`config.mk`:
```
export PLATFORM = sky130hd
export DESIGN_NAME = apb_peripheral_clock_gating
export DESIGN_NICKNAME = d
export VERILOG_FILES = /design/src/verilog/clk_gate_pkg.sv /design/src/verilog/clock_gate_cell.sv /design/src/verilog/apb_reg_port.sv /design/src/verilog/apb_peripheral_clock_gating.sv
export SDC_FILE = /design/constraint.sdc
export NUM_CORES = 1
export LEC_CHECK = 0
export ABC_AREA = 1
export BUFFER_PORTS_ARGS = -buffer_cell sky130_fd_sc_hd__buf_2
export CAP_MARGIN = 20
export CORE_ASPECT_RATIO = 0.6
export CORE_MARGIN = 3
export CORE_UTILIZATION = 48
export DETAILED_ROUTE_END_ITERATION = 7
export GPL_TIMING_DRIVEN = 0
export HOLD_SLACK_MARGIN = 0.03
export PLACE_DENSITY_LB_ADDON = 0.1
export RECOVER_POWER = 100
export SLEW_MARGIN = 20
export SYNTH_ARGS = -nofsm -noshare
export SYNTH_HDL_FRONTEND = slang
export SYNTH_SLANG_ARGS = --single-unit
export TNS_END_PERCENT = 10
```
`constraint.sdc`:
```
create_clock -name pclk -period 2.2 [get_ports pclk]
set_clock_uncertainty 0.15 [all_clocks]
set_input_delay 0.11 -clock pclk [delete_from_list [all_inputs] [get_ports pclk]]
set_output_delay 0.11 -clock pclk [all_outputs]
set_load 0.03 [all_outputs]
```
`src/verilog/clk_gate_pkg.sv`:
```
// peripheral clock gating: offsets, field positions, reset values, carriers
// assumes a 32-bit apb slave with word-aligned registers
package clk_gate_pkg;
   // ----------------------------------------------------------------
   // register map
   // ----------------------------------------------------------------
   localparam logic [11:0] ENABLE0_OFFSET = 12'h008;
   localparam logic [11:0] ENABLE1_OFFSET = 12'h00C;
   localparam logic [31:0] ENABLE0_RESET = 32'h0000_0001;
   localparam logic [31:0] ENABLE1_RESET = 32'h0000_0000;
   // implemented bits; everything else is reserved
   localparam logic [31:0] ENABLE0_MASK = 32'h0001_73FF;
   localparam logic [31:0] ENABLE1_MASK = 32'h0203_1001;

   // ----------------------------------------------------------------
   // field positions, first enable register
   // ----------------------------------------------------------------
   localparam int SERIAL0_BIT = 16;
   localparam int SPI_PORT2_BIT = 14;
   localparam int SPI_PORT1_BIT = 13;
   localparam int SPI_PORT0_BIT = 12;
   localparam int TWOWIRE1_BIT = 9;
   localparam int TWOWIRE0_BIT = 8;
   localparam int COMPARATOR_PAIR_BIT = 7;
   localparam int CLOCK_OUTPUT_BIT = 6;
   localparam int TIMER3_BIT = 5;
   localparam int TIMER0_BIT = 2;
   localparam int RTC_BUS_BIT = 1;
   localparam int WATCHDOG_BIT = 0;

   // ----------------------------------------------------------------
   // field positions, second enable register
   // ----------------------------------------------------------------
   localparam int TOUCH_KEY_BIT = 25;
   localparam int PULSE_UNIT1_BIT = 17;
   localparam int PULSE_UNIT0_BIT = 16;
   localparam int DAC_BIT = 12;
   localparam int SMARTCARD0_BIT = 0;

   // ----------------------------------------------------------------
   // bus carriers
   // ----------------------------------------------------------------
   typedef struct packed {
      logic write;
      logic [11:0] addr;
      logic [31:0] wdata;
   } bus_req_t;

   typedef struct packed {
      logic [31:0] rdata;
      logic hit;
   } bus_rsp_t;
endpackage

```
`src/verilog/clock_gate_cell.sv`:
```
// one glitch-free clock gate
// assumes clk is the source clock and en comes from clk's domain
`timescale 1ns/1ps
`default_nettype none
module clock_gate_cell (
   // clock and reset
   input wire logic clk,
   input wire logic rst_n,
   // control
   input wire logic en,
   // gated clock
   output logic gclk
);
   logic en_low;
   logic next_en_low;

   // ----------------------------------------------------------------
   // enable capture while clk is low
   // ----------------------------------------------------------------
   // next value of the held enable
   always_comb begin
      next_en_low = en;
   end

   // captured on the falling edge so the and gate sees no enable change
   // during the high phase; only rst_n falling in the high phase can cut a pulse short
   always_ff @(negedge clk or negedge rst_n) begin
      if (!rst_n) begin
         en_low <= 1'b0;
      end else begin
         en_low <= next_en_low;
      end
   end

   // gated output follows the source only while enabled
   assign gclk = clk & en_low;
endmodule // clock_gate_cell
`default_nettype wire

```
`src/verilog/apb_reg_port.sv`:
```
// apb slave front end with one wait state
// assumes a well-behaved apb master on pclk
`timescale 1ns/1ps
`default_nettype none
module apb_reg_port
   import clk_gate_pkg::*;
(
   // clock and reset
   input wire logic pclk,
   input wire logic presetn,
   // apb
   input wire logic psel,
   input wire logic penable,
   input wire logic pwrite,
   input wire logic [11:0] paddr,
   input wire logic [31:0] pwdata,
   output logic pready,
   output logic [31:0] prdata,
   output logic pslverr,
   // register file side
   output clk_gate_pkg::bus_req_t req,
   output logic wr_commit,
   input wire clk_gate_pkg::bus_rsp_t rsp
);
   import clk_gate_pkg::*;

   logic next_pready;
   logic [31:0] next_prdata;
   logic next_pslverr;
   logic access;

   // ----------------------------------------------------------------
   // request decode
   // ----------------------------------------------------------------
   assign access = psel & penable;
   assign req = '{write: pwrite, addr: paddr, wdata: pwdata};
   // write lands on the same edge that the master samples pready
   assign wr_commit = access & pready & pwrite;

   // answer one cycle into the access phase
   always_comb begin
      next_pready = access & ~pready;
      next_prdata = 32'h0000_0000;
      next_pslverr = 1'b0;
      if (access && !pready) begin
         next_prdata = (!pwrite && rsp.hit) ? rsp.rdata : 32'h0000_0000;
         next_pslverr = ~rsp.hit; // unmapped address
      end
   end

   // response registers
   always_ff @(posedge pclk or negedge presetn) begin
      if (!presetn) begin
         pready <= 1'b0;
         prdata <= 32'h0000_0000;
         pslverr <= 1'b0;
      end else begin
         pready <= next_pready;
         prdata <= next_prdata;
         pslverr <= next_pslverr;
      end
   end
endmodule // apb_reg_port
`default_nettype wire

```
`src/verilog/apb_peripheral_clock_gating.sv`:
```
// peripheral clock gating: two enable registers over apb, one gate per implemented bit
// assumes all peripheral clocks derive from pclk and that register_lock_open
// comes from logic on pclk
//
// Operation
// - bit 16 gates serial port 0 clock
// - bits 14..12 gate spi ports 2..0
// - bits 9..8 gate two-wire ports 1..0
// - bit 7 gates shared comparator pair clock
// - bit 6 gates clock output divider clock
// - bits 5..2 gate timers 3..0
// - bit 1 gates rtc bus clock only
// - bit 0 gates watchdog, writable when unlocked
// - second register at 0x0C, resets all zero
// - second register bit 25 gates touch key
// - bits 17..16 gate pulse units 1..0
// - bit 12 gates dac clock
// - bit 0 gates smart card 0
// - first register at 0x08, resets to 0x1
//
// The APB slave port was left to the implementer.
`timescale 1ns/1ps
`default_nettype none
module apb_peripheral_clock_gating
   import clk_gate_pkg::*;
(
   // clock and reset
   input wire logic pclk,
   input wire logic presetn,
   // apb
   input wire logic psel,
   input wire logic penable,
   input wire logic pwrite,
   input wire logic [11:0] paddr,
   input wire logic [31:0] pwdata,
   output logic pready,
   output logic [31:0] prdata,
   output logic pslverr,
   // protected register lock, high while open
   input wire logic register_lock_open,
   // gated clocks, one per register bit; reserved bits stay low
   output logic [31:0] gated_clk0,
   output logic [31:0] gated_clk1,
   // individual peripheral clocks
   output logic serial0_clk_gate,
   output logic spi_port2_clk_gate,
   output logic spi_port1_clk_gate,
   output logic spi_port0_clk_gate,
   output logic twowire1_clk_gate,
   output logic twowire0_clk_gate,
   output logic comparator_pair_clk_gate,
   output logic clock_output_clk_gate,
   output logic [3:0] timer_clk_gate,
   output logic rtc_bus_clk_gate,
   output logic watchdog_clk_gate,
   output logic touch_key_clk_gate,
   output logic pulse_unit1_clk_gate,
   output logic pulse_unit0_clk_gate,
   output logic dac_clk_gate,
   output logic smartcard0_clk_gate
);
   import clk_gate_pkg::*;

   bus_req_t req;
   bus_rsp_t rsp;
   logic wr_commit;
   logic [31:0] apb_clock_enable_0;
   logic [31:0] apb_clock_enable_1;
   logic [31:0] next_enable_0;
   logic [31:0] next_enable_1;
   logic [31:0] write_mask_0;

   // ----------------------------------------------------------------
   // bus front end
   // ----------------------------------------------------------------
   apb_reg_port u_port (
      .pclk(pclk),
      .presetn(presetn),
      .psel(psel),
      .penable(penable),
      .pwrite(pwrite),
      .paddr(paddr),
      .pwdata(pwdata),
      .pready(pready),
      .prdata(prdata),
      .pslverr(pslverr),
      .req(req),
      .wr_commit(wr_commit),
      .rsp(rsp)
   );

   // ----------------------------------------------------------------
   // read decode
   // ----------------------------------------------------------------
   // reserved bits are never stored, so they read back as zero
   always_comb begin
      rsp = '{rdata: 32'h0000_0000, hit: 1'b0};
      case (req.addr)
         ENABLE0_OFFSET: begin
            rsp = '{rdata: apb_clock_enable_0, hit: 1'b1};
         end
         ENABLE1_OFFSET: begin
            rsp = '{rdata: apb_clock_enable_1, hit: 1'b1};
         end
         default: begin
            rsp = '{rdata: 32'h0000_0000, hit: 1'b0};
         end
      endcase
   end

   // ----------------------------------------------------------------
   // enable registers
   // ----------------------------------------------------------------
   // watchdog bit drops out of the mask while the lock is closed
   always_comb begin
      write_mask_0 = ENABLE0_MASK;
      write_mask_0[WATCHDOG_BIT] = register_lock_open;
   end

   // merge writes through the masks; reserved bits stay zero
   always_comb begin
      next_enable_0 = apb_clock_enable_0;
      next_enable_1 = apb_clock_enable_1;
      if (wr_commit && req.addr == ENABLE0_OFFSET) begin
         next_enable_0 = (apb_clock_enable_0 & ~write_mask_0)
                       | (req.wdata & write_mask_0);
      end
      if (wr_commit && req.addr == ENABLE1_OFFSET) begin
         next_enable_1 = req.wdata & ENABLE1_MASK;
      end
   end

   // watchdog clock alone runs out of reset
   always_ff @(posedge pclk or negedge presetn) begin
      if (!presetn) begin
         apb_clock_enable_0 <= ENABLE0_RESET;
         apb_clock_enable_1 <= ENABLE1_RESET;
      end else begin
         apb_clock_enable_0 <= next_enable_0;
         apb_clock_enable_1 <= next_enable_1;
      end
   end

   // ----------------------------------------------------------------
   // clock gates
   // ----------------------------------------------------------------
   // one gate per implemented bit; a gated clock cannot come from a
   // flip-flop, so these outputs are the gate's and-term
   genvar i;
   generate
      for (i = 0; i < 32; i++) begin : g_gate
         if (ENABLE0_MASK[i]) begin : g_reg0
            clock_gate_cell u_gate0 (
               .clk(pclk),
               .rst_n(presetn),
               .en(apb_clock_enable_0[i]),
               .gclk(gated_clk0[i])
            );
         end else begin : g_idle0
            assign gated_clk0[i] = 1'b0;
         end
         if (ENABLE1_MASK[i]) begin : g_reg1
            clock_gate_cell u_gate1 (
               .clk(pclk),
               .rst_n(presetn),
               .en(apb_clock_enable_1[i]),
               .gclk(gated_clk1[i])
            );
         end else begin : g_idle1
            assign gated_clk1[i] = 1'b0;
         end
      end
   endgenerate

   // ----------------------------------------------------------------
   // named peripheral clocks
   // ----------------------------------------------------------------
   assign serial0_clk_gate = gated_clk0[SERIAL0_BIT];
   assign spi_port2_clk_gate = gated_clk0[SPI_PORT2_BIT];
   assign spi_port1_clk_gate = gated_clk0[SPI_PORT1_BIT];
   assign spi_port0_clk_gate = gated_clk0[SPI_PORT0_BIT];
   assign twowire1_clk_gate = gated_clk0[TWOWIRE1_BIT];
   assign twowire0_clk_gate = gated_clk0[TWOWIRE0_BIT];
   // one clock feeds both comparators
   assign comparator_pair_clk_gate = gated_clk0[COMPARATOR_PAIR_BIT];
   assign clock_output_clk_gate = gated_clk0[CLOCK_OUTPUT_BIT];
   // timer n sits at bit n+2
   assign timer_clk_gate = gated_clk0[TIMER3_BIT:TIMER0_BIT];
   // bus side only; the rtc counting clock is selected elsewhere
   assign rtc_bus_clk_gate = gated_clk0[RTC_BUS_BIT];
   assign watchdog_clk_gate = gated_clk0[WATCHDOG_BIT];
   assign touch_key_clk_gate = gated_clk1[TOUCH_KEY_BIT];
   assign pulse_unit1_clk_gate = gated_clk1[PULSE_UNIT1_BIT];
   assign pulse_unit0_clk_gate = gated_clk1[PULSE_UNIT0_BIT];
   assign dac_clk_gate = gated_clk1[DAC_BIT];
   assign smartcard0_clk_gate = gated_clk1[SMARTCARD0_BIT];
endmodule // apb_peripheral_clock_gating
`default_nettype wire

```
-- Yosys cells after proc, flatten, opt, wreduce, memory -nomap -nowiden
Index checks and enable logic that the tools add are counted.
- bits in registers: 90
- bits in latches: 0
- bits in writable memories: 0
- memory bits (read-only): 0
- word-level logic and storage cells: 65
- memories kept: 0
- add/sub/neg operators: 0
- $mul: 0
- divide/modulo/power cells: 0
- order comparisons: 0
- eq/ne operators: 2
- shift operators: 0
- multiplexer cells: 4
- bitwise logic cells: 29
- reductions and logical operators: 6
- operator list (kind ; number):
    one-hot mux 33 bit (2 select lines) ; 1
    2-to-1 mux 32 bit ; 2
    bitwise AND 32 x 17 -> 32 bit ; 1
    bitwise AND 32 bit ; 1
    inverter 17 -> 32 bit ; 1
    OR 32 bit ; 1
    equality test 12 x 4 -> 1 bit, second input constant ; 2
    bitwise AND 1 bit ; 23
    logical AND 1 bit ; 4
    zero test 1 bit ; 2
    inverter 1 bit ; 2
    2-to-1 mux 1 bit ; 1

-- Longest topological paths before layout
- word-level depth: 5
- mapped depth: 8
- depth with buffers taken out: 7

-- By module
Synthesis repeated with hierarchy kept, for this count alone.
- cell total of the unflattened synthesis: 440
- area total of the unflattened synthesis: 3789.9 µm²
- modules (own cells, without submodules) (module ; times used ; cells an instance ; area each (µm²) ; seq. area each (µm²)):
    apb_reg_port ; 1 ; 160 ; 1596.5 ; 850.8
    apb_peripheral_clock_gating ; 1 ; 223 ; 1575.3 ; 476.7
    clock_gate_cell ; 19 ; 3 ; 32.5 ; 25.0

==> results.md <==
* Clock Latency Late Sink at 410 ps
* # rows at 21
* First-pass GRT wire length at 16,300 um
* Ant. Diodes at 0
* Final ANT Viol Nets at 0
* CTS tree: built
* Busiest layer in global routing: met2
* Layout area overhead at 73.4%
* Die area at 7050 um^2
* Pin count of the biggest net entering global routing at 57
* Detailed-route via count at 2,972
* Reg area at 1400 um^2
* Top-count cell post-synth: nand2_1
* Violated checks: setup timing
* Met2 usage at 44.5%
* Final worst slack at -485 ps
* CP Capture Type: primary output
* Gr usage total at 32.6%
* EDFF count, synth at 0
* Unrepaired setup endpoints after global routing: true
* Met3 usage at 24.3%
* CP max stage cell: dfrtn_1
* Lkg Pwr at 3.02 nW
* Post-Route WL at 11,100 um
* Predominant post-synthesis flop cell: dfrtp_1
* I/O Buffers at 89
* Drt wl/cell at 17.6 um
* Top-area cell type share of the netlist area at 31.0%
* Post-synthesis cell count at 318
* Post-synth cell types at 23
* Ys Warns at 0
* Setup Viol. Count Final at 66
* P per Cell Area at 580 nW/um^2
* Post-synth ARST share at 100%
* Crit path max-delay family: flip-flops
* Final Slew Violations at 0
* DRT Pass-1 Iters at 5
* Critical path arrival at 2430 ps
* Placer Congestion at 0.789
* Slew Limit Headroom at 53.7%
* Number of max-cap violations at 0
* Required @ worst endpoint at 1940 ps
* Seq/Total Area, Yosys at 48.3%
* Area of the multi-input gates at 1010 um^2
* Most frequent cells after synthesis: nand2_1 (92), buf_4 (84), dfrtp_1 (36)
* Placed insts at 547
* Vias in the first global route at 3,704
* Max FO, Critical Path at 2
* Core area at 5700 um^2
* Dpl ws at 43.5 ps
* Io pins at 167
* VDD IR max at 0.565 mV
* HPWL Detailed at 4740 um
* DRC at 0
* Initial antenna violation count at 0
* Hold crit path type: input pin to flip-flop
* Final core occ at 88.4%
* Count of state elements after synthesis at 56
* Worst slew pin tran at 694 ps
* Synth area leaders: dfrtp_1 (31%), buf_4 (22%), dfrtn_1 (16%)
* Grt met1 use at 26.9%
* Buf/Inv on CP at 4
* DRT iter0 DRCs at 256
* Hold Vio Cnt, Final at 0
* Max stage delay on crit path at 420 ps
* Layout cells sized above 1 at 49.9%
* Post-Syn Area at 2910 um^2
* CP startpoint kind: flip-flop
* Filler Cells Inserted at 263
* Vias per cell at 4.72
* Average instance area after synthesis at 9.14 um^2
* Critical path class: flip-flop to primary output
* Nets at 596
* DIE HEIGHT at 66.3 um
* Status: complete, but fails checks
* Clock-pin transition on the worst setup and hold timing paths at 90 ps
* Starting Density at 51.0%
* Filler-free cell count of the finished design at 629
* Crit-path cells: nand2_2 > clkbuf_8 > inv_1 > buf_4 > buf_6
* Die Wd at 106 um
* Synth area leader: dfrtp_1
* Total global routing overflow at 0
cells by family after synthesis:
logic type      after synthesis  synth area share (%)
compound gates                1                 0.172
flops                        56                  48.3
simple gates                134                  23.4
buf+inv                     126                  28.0
other cells                   1                 0.129
final timing paths:
kind / to / slack, ps / from / depth (start not counted)
hold / removal: u_port.prdata[1]$_DFF_PN0_ / 70 / paddr[8] / 7
min in group asynchronous: u_port.prdata[6]$_DFF_PN0_ / 140 / presetn / 2
max in group asynchronous: g_gate[8].g_reg0.u_gate0.en_low$_DFF_NN0_ / 280 / presetn / 2
setup / recovery: gated_clk0[5] / -490 / g_gate[5].g_reg0.u_gate0.en_low$_DFF_NN0_ / 5
setup reg to reg: flip-flop / 100 / u_port.pready$_DFF_PN0_ / 6
hold reg to reg: u_port.pready$_DFF_PN0_ / 350 / u_port.pready$_DFF_PN0_ / 1
sequential cells by signal (all words and copies together) (netlist names), named ones only:
register                      flops
u_port.pready                     1
g_gate.g_reg1.u_gate1.en_low      5
apb_clock_enable_1                5
u_port.prdata                    16
g_gate.g_reg0.u_gate0.en_low     14
apb_clock_enable_0               13
u_port.pslverr                    1
power by group:
group | switching (mW) | leakage (nW) | internal (mW) | total, mW
Clock | 0.770 | 1.06 | 0.759 | 1.53
Combinational | 0.228 | 1.19 | 0.129 | 0.357
Sequential | 0.00149 | 0.778 | 1.03 | 1.03
Total | 0.999 | 3.02 | 1.92 | 2.92
layout make-up:
class                           instances  area share, %
Timing Repair Buffer                   77           9.81
Clock buffer                           91           23.6
Clock inverter                         42           4.62
Buffer                                 71           10.9
Multi-Input combinational cell        196           20.1
Inverter                               16           1.19
Sequential cell                        56           27.8
Tap cell                               80           1.99
layer usage:
| layer | up-vias | wire, um |
|---|---|---|
| met1 | 1344 | 3640 |
| met3 | 82 | 1530 |
| met2 | 285 | 5320 |
| met4 | 0 | 601 |
| met5 | - | 0 |
| li1 | 1261 | - |
stage by stage:
step | power [mW] | cell area [um^2] | TNS (ps) | hold slack, ps
after global routing | 3.04 | 5040 | -18260 | 84.3
final | 2.92 | 5040 | -16390 | 68.5
after detailed placement | 1.45 | 3680 | 0 | 38.2
after global placement | 1.45 | 3680 | -2250 | 154
after CTS | 2.98 | 5070 | -15970 | 55.8
after floorplan | 1.39 | 3130 | -102 | -336
worst reg2reg max path: cells and delay by family, from the launching register on:
family        cells  cell delay [ps]
buf+inv           2             1110
simple gates      4              420
flops             1              380
placed cells by master (no fill, tap or decap), drive strengths merged:
| master | instances |
|---|---|
| clkbuf | 58 |
| buf | 155 |
| dfstp | 1 |
| nor2 | 15 |
| nand2 | 96 |
| dfrtn | 19 |
| nor3b | 13 |
| dlygate4sd3 | 26 |
| clkinv | 7 |
| nand4 | 2 |
| inv | 51 |
| dfrtp | 36 |
| nand3 | 8 |
| o21ai | 1 |
| conb | 61 |
timing repair:
| action | in CTS | in global routing |
|---|---|---|
| resized for setup | 161 | 27 |
| endpoints found under the setup margin | 57 | 58 |
| pin swaps | 19 | 8 |
| endpoints found under the hold margin | 62 | 0 |
| hold buffers | 26 | 0 |
| setup buffers | 1 | 1 |
(Power assumes the default switching activity.)
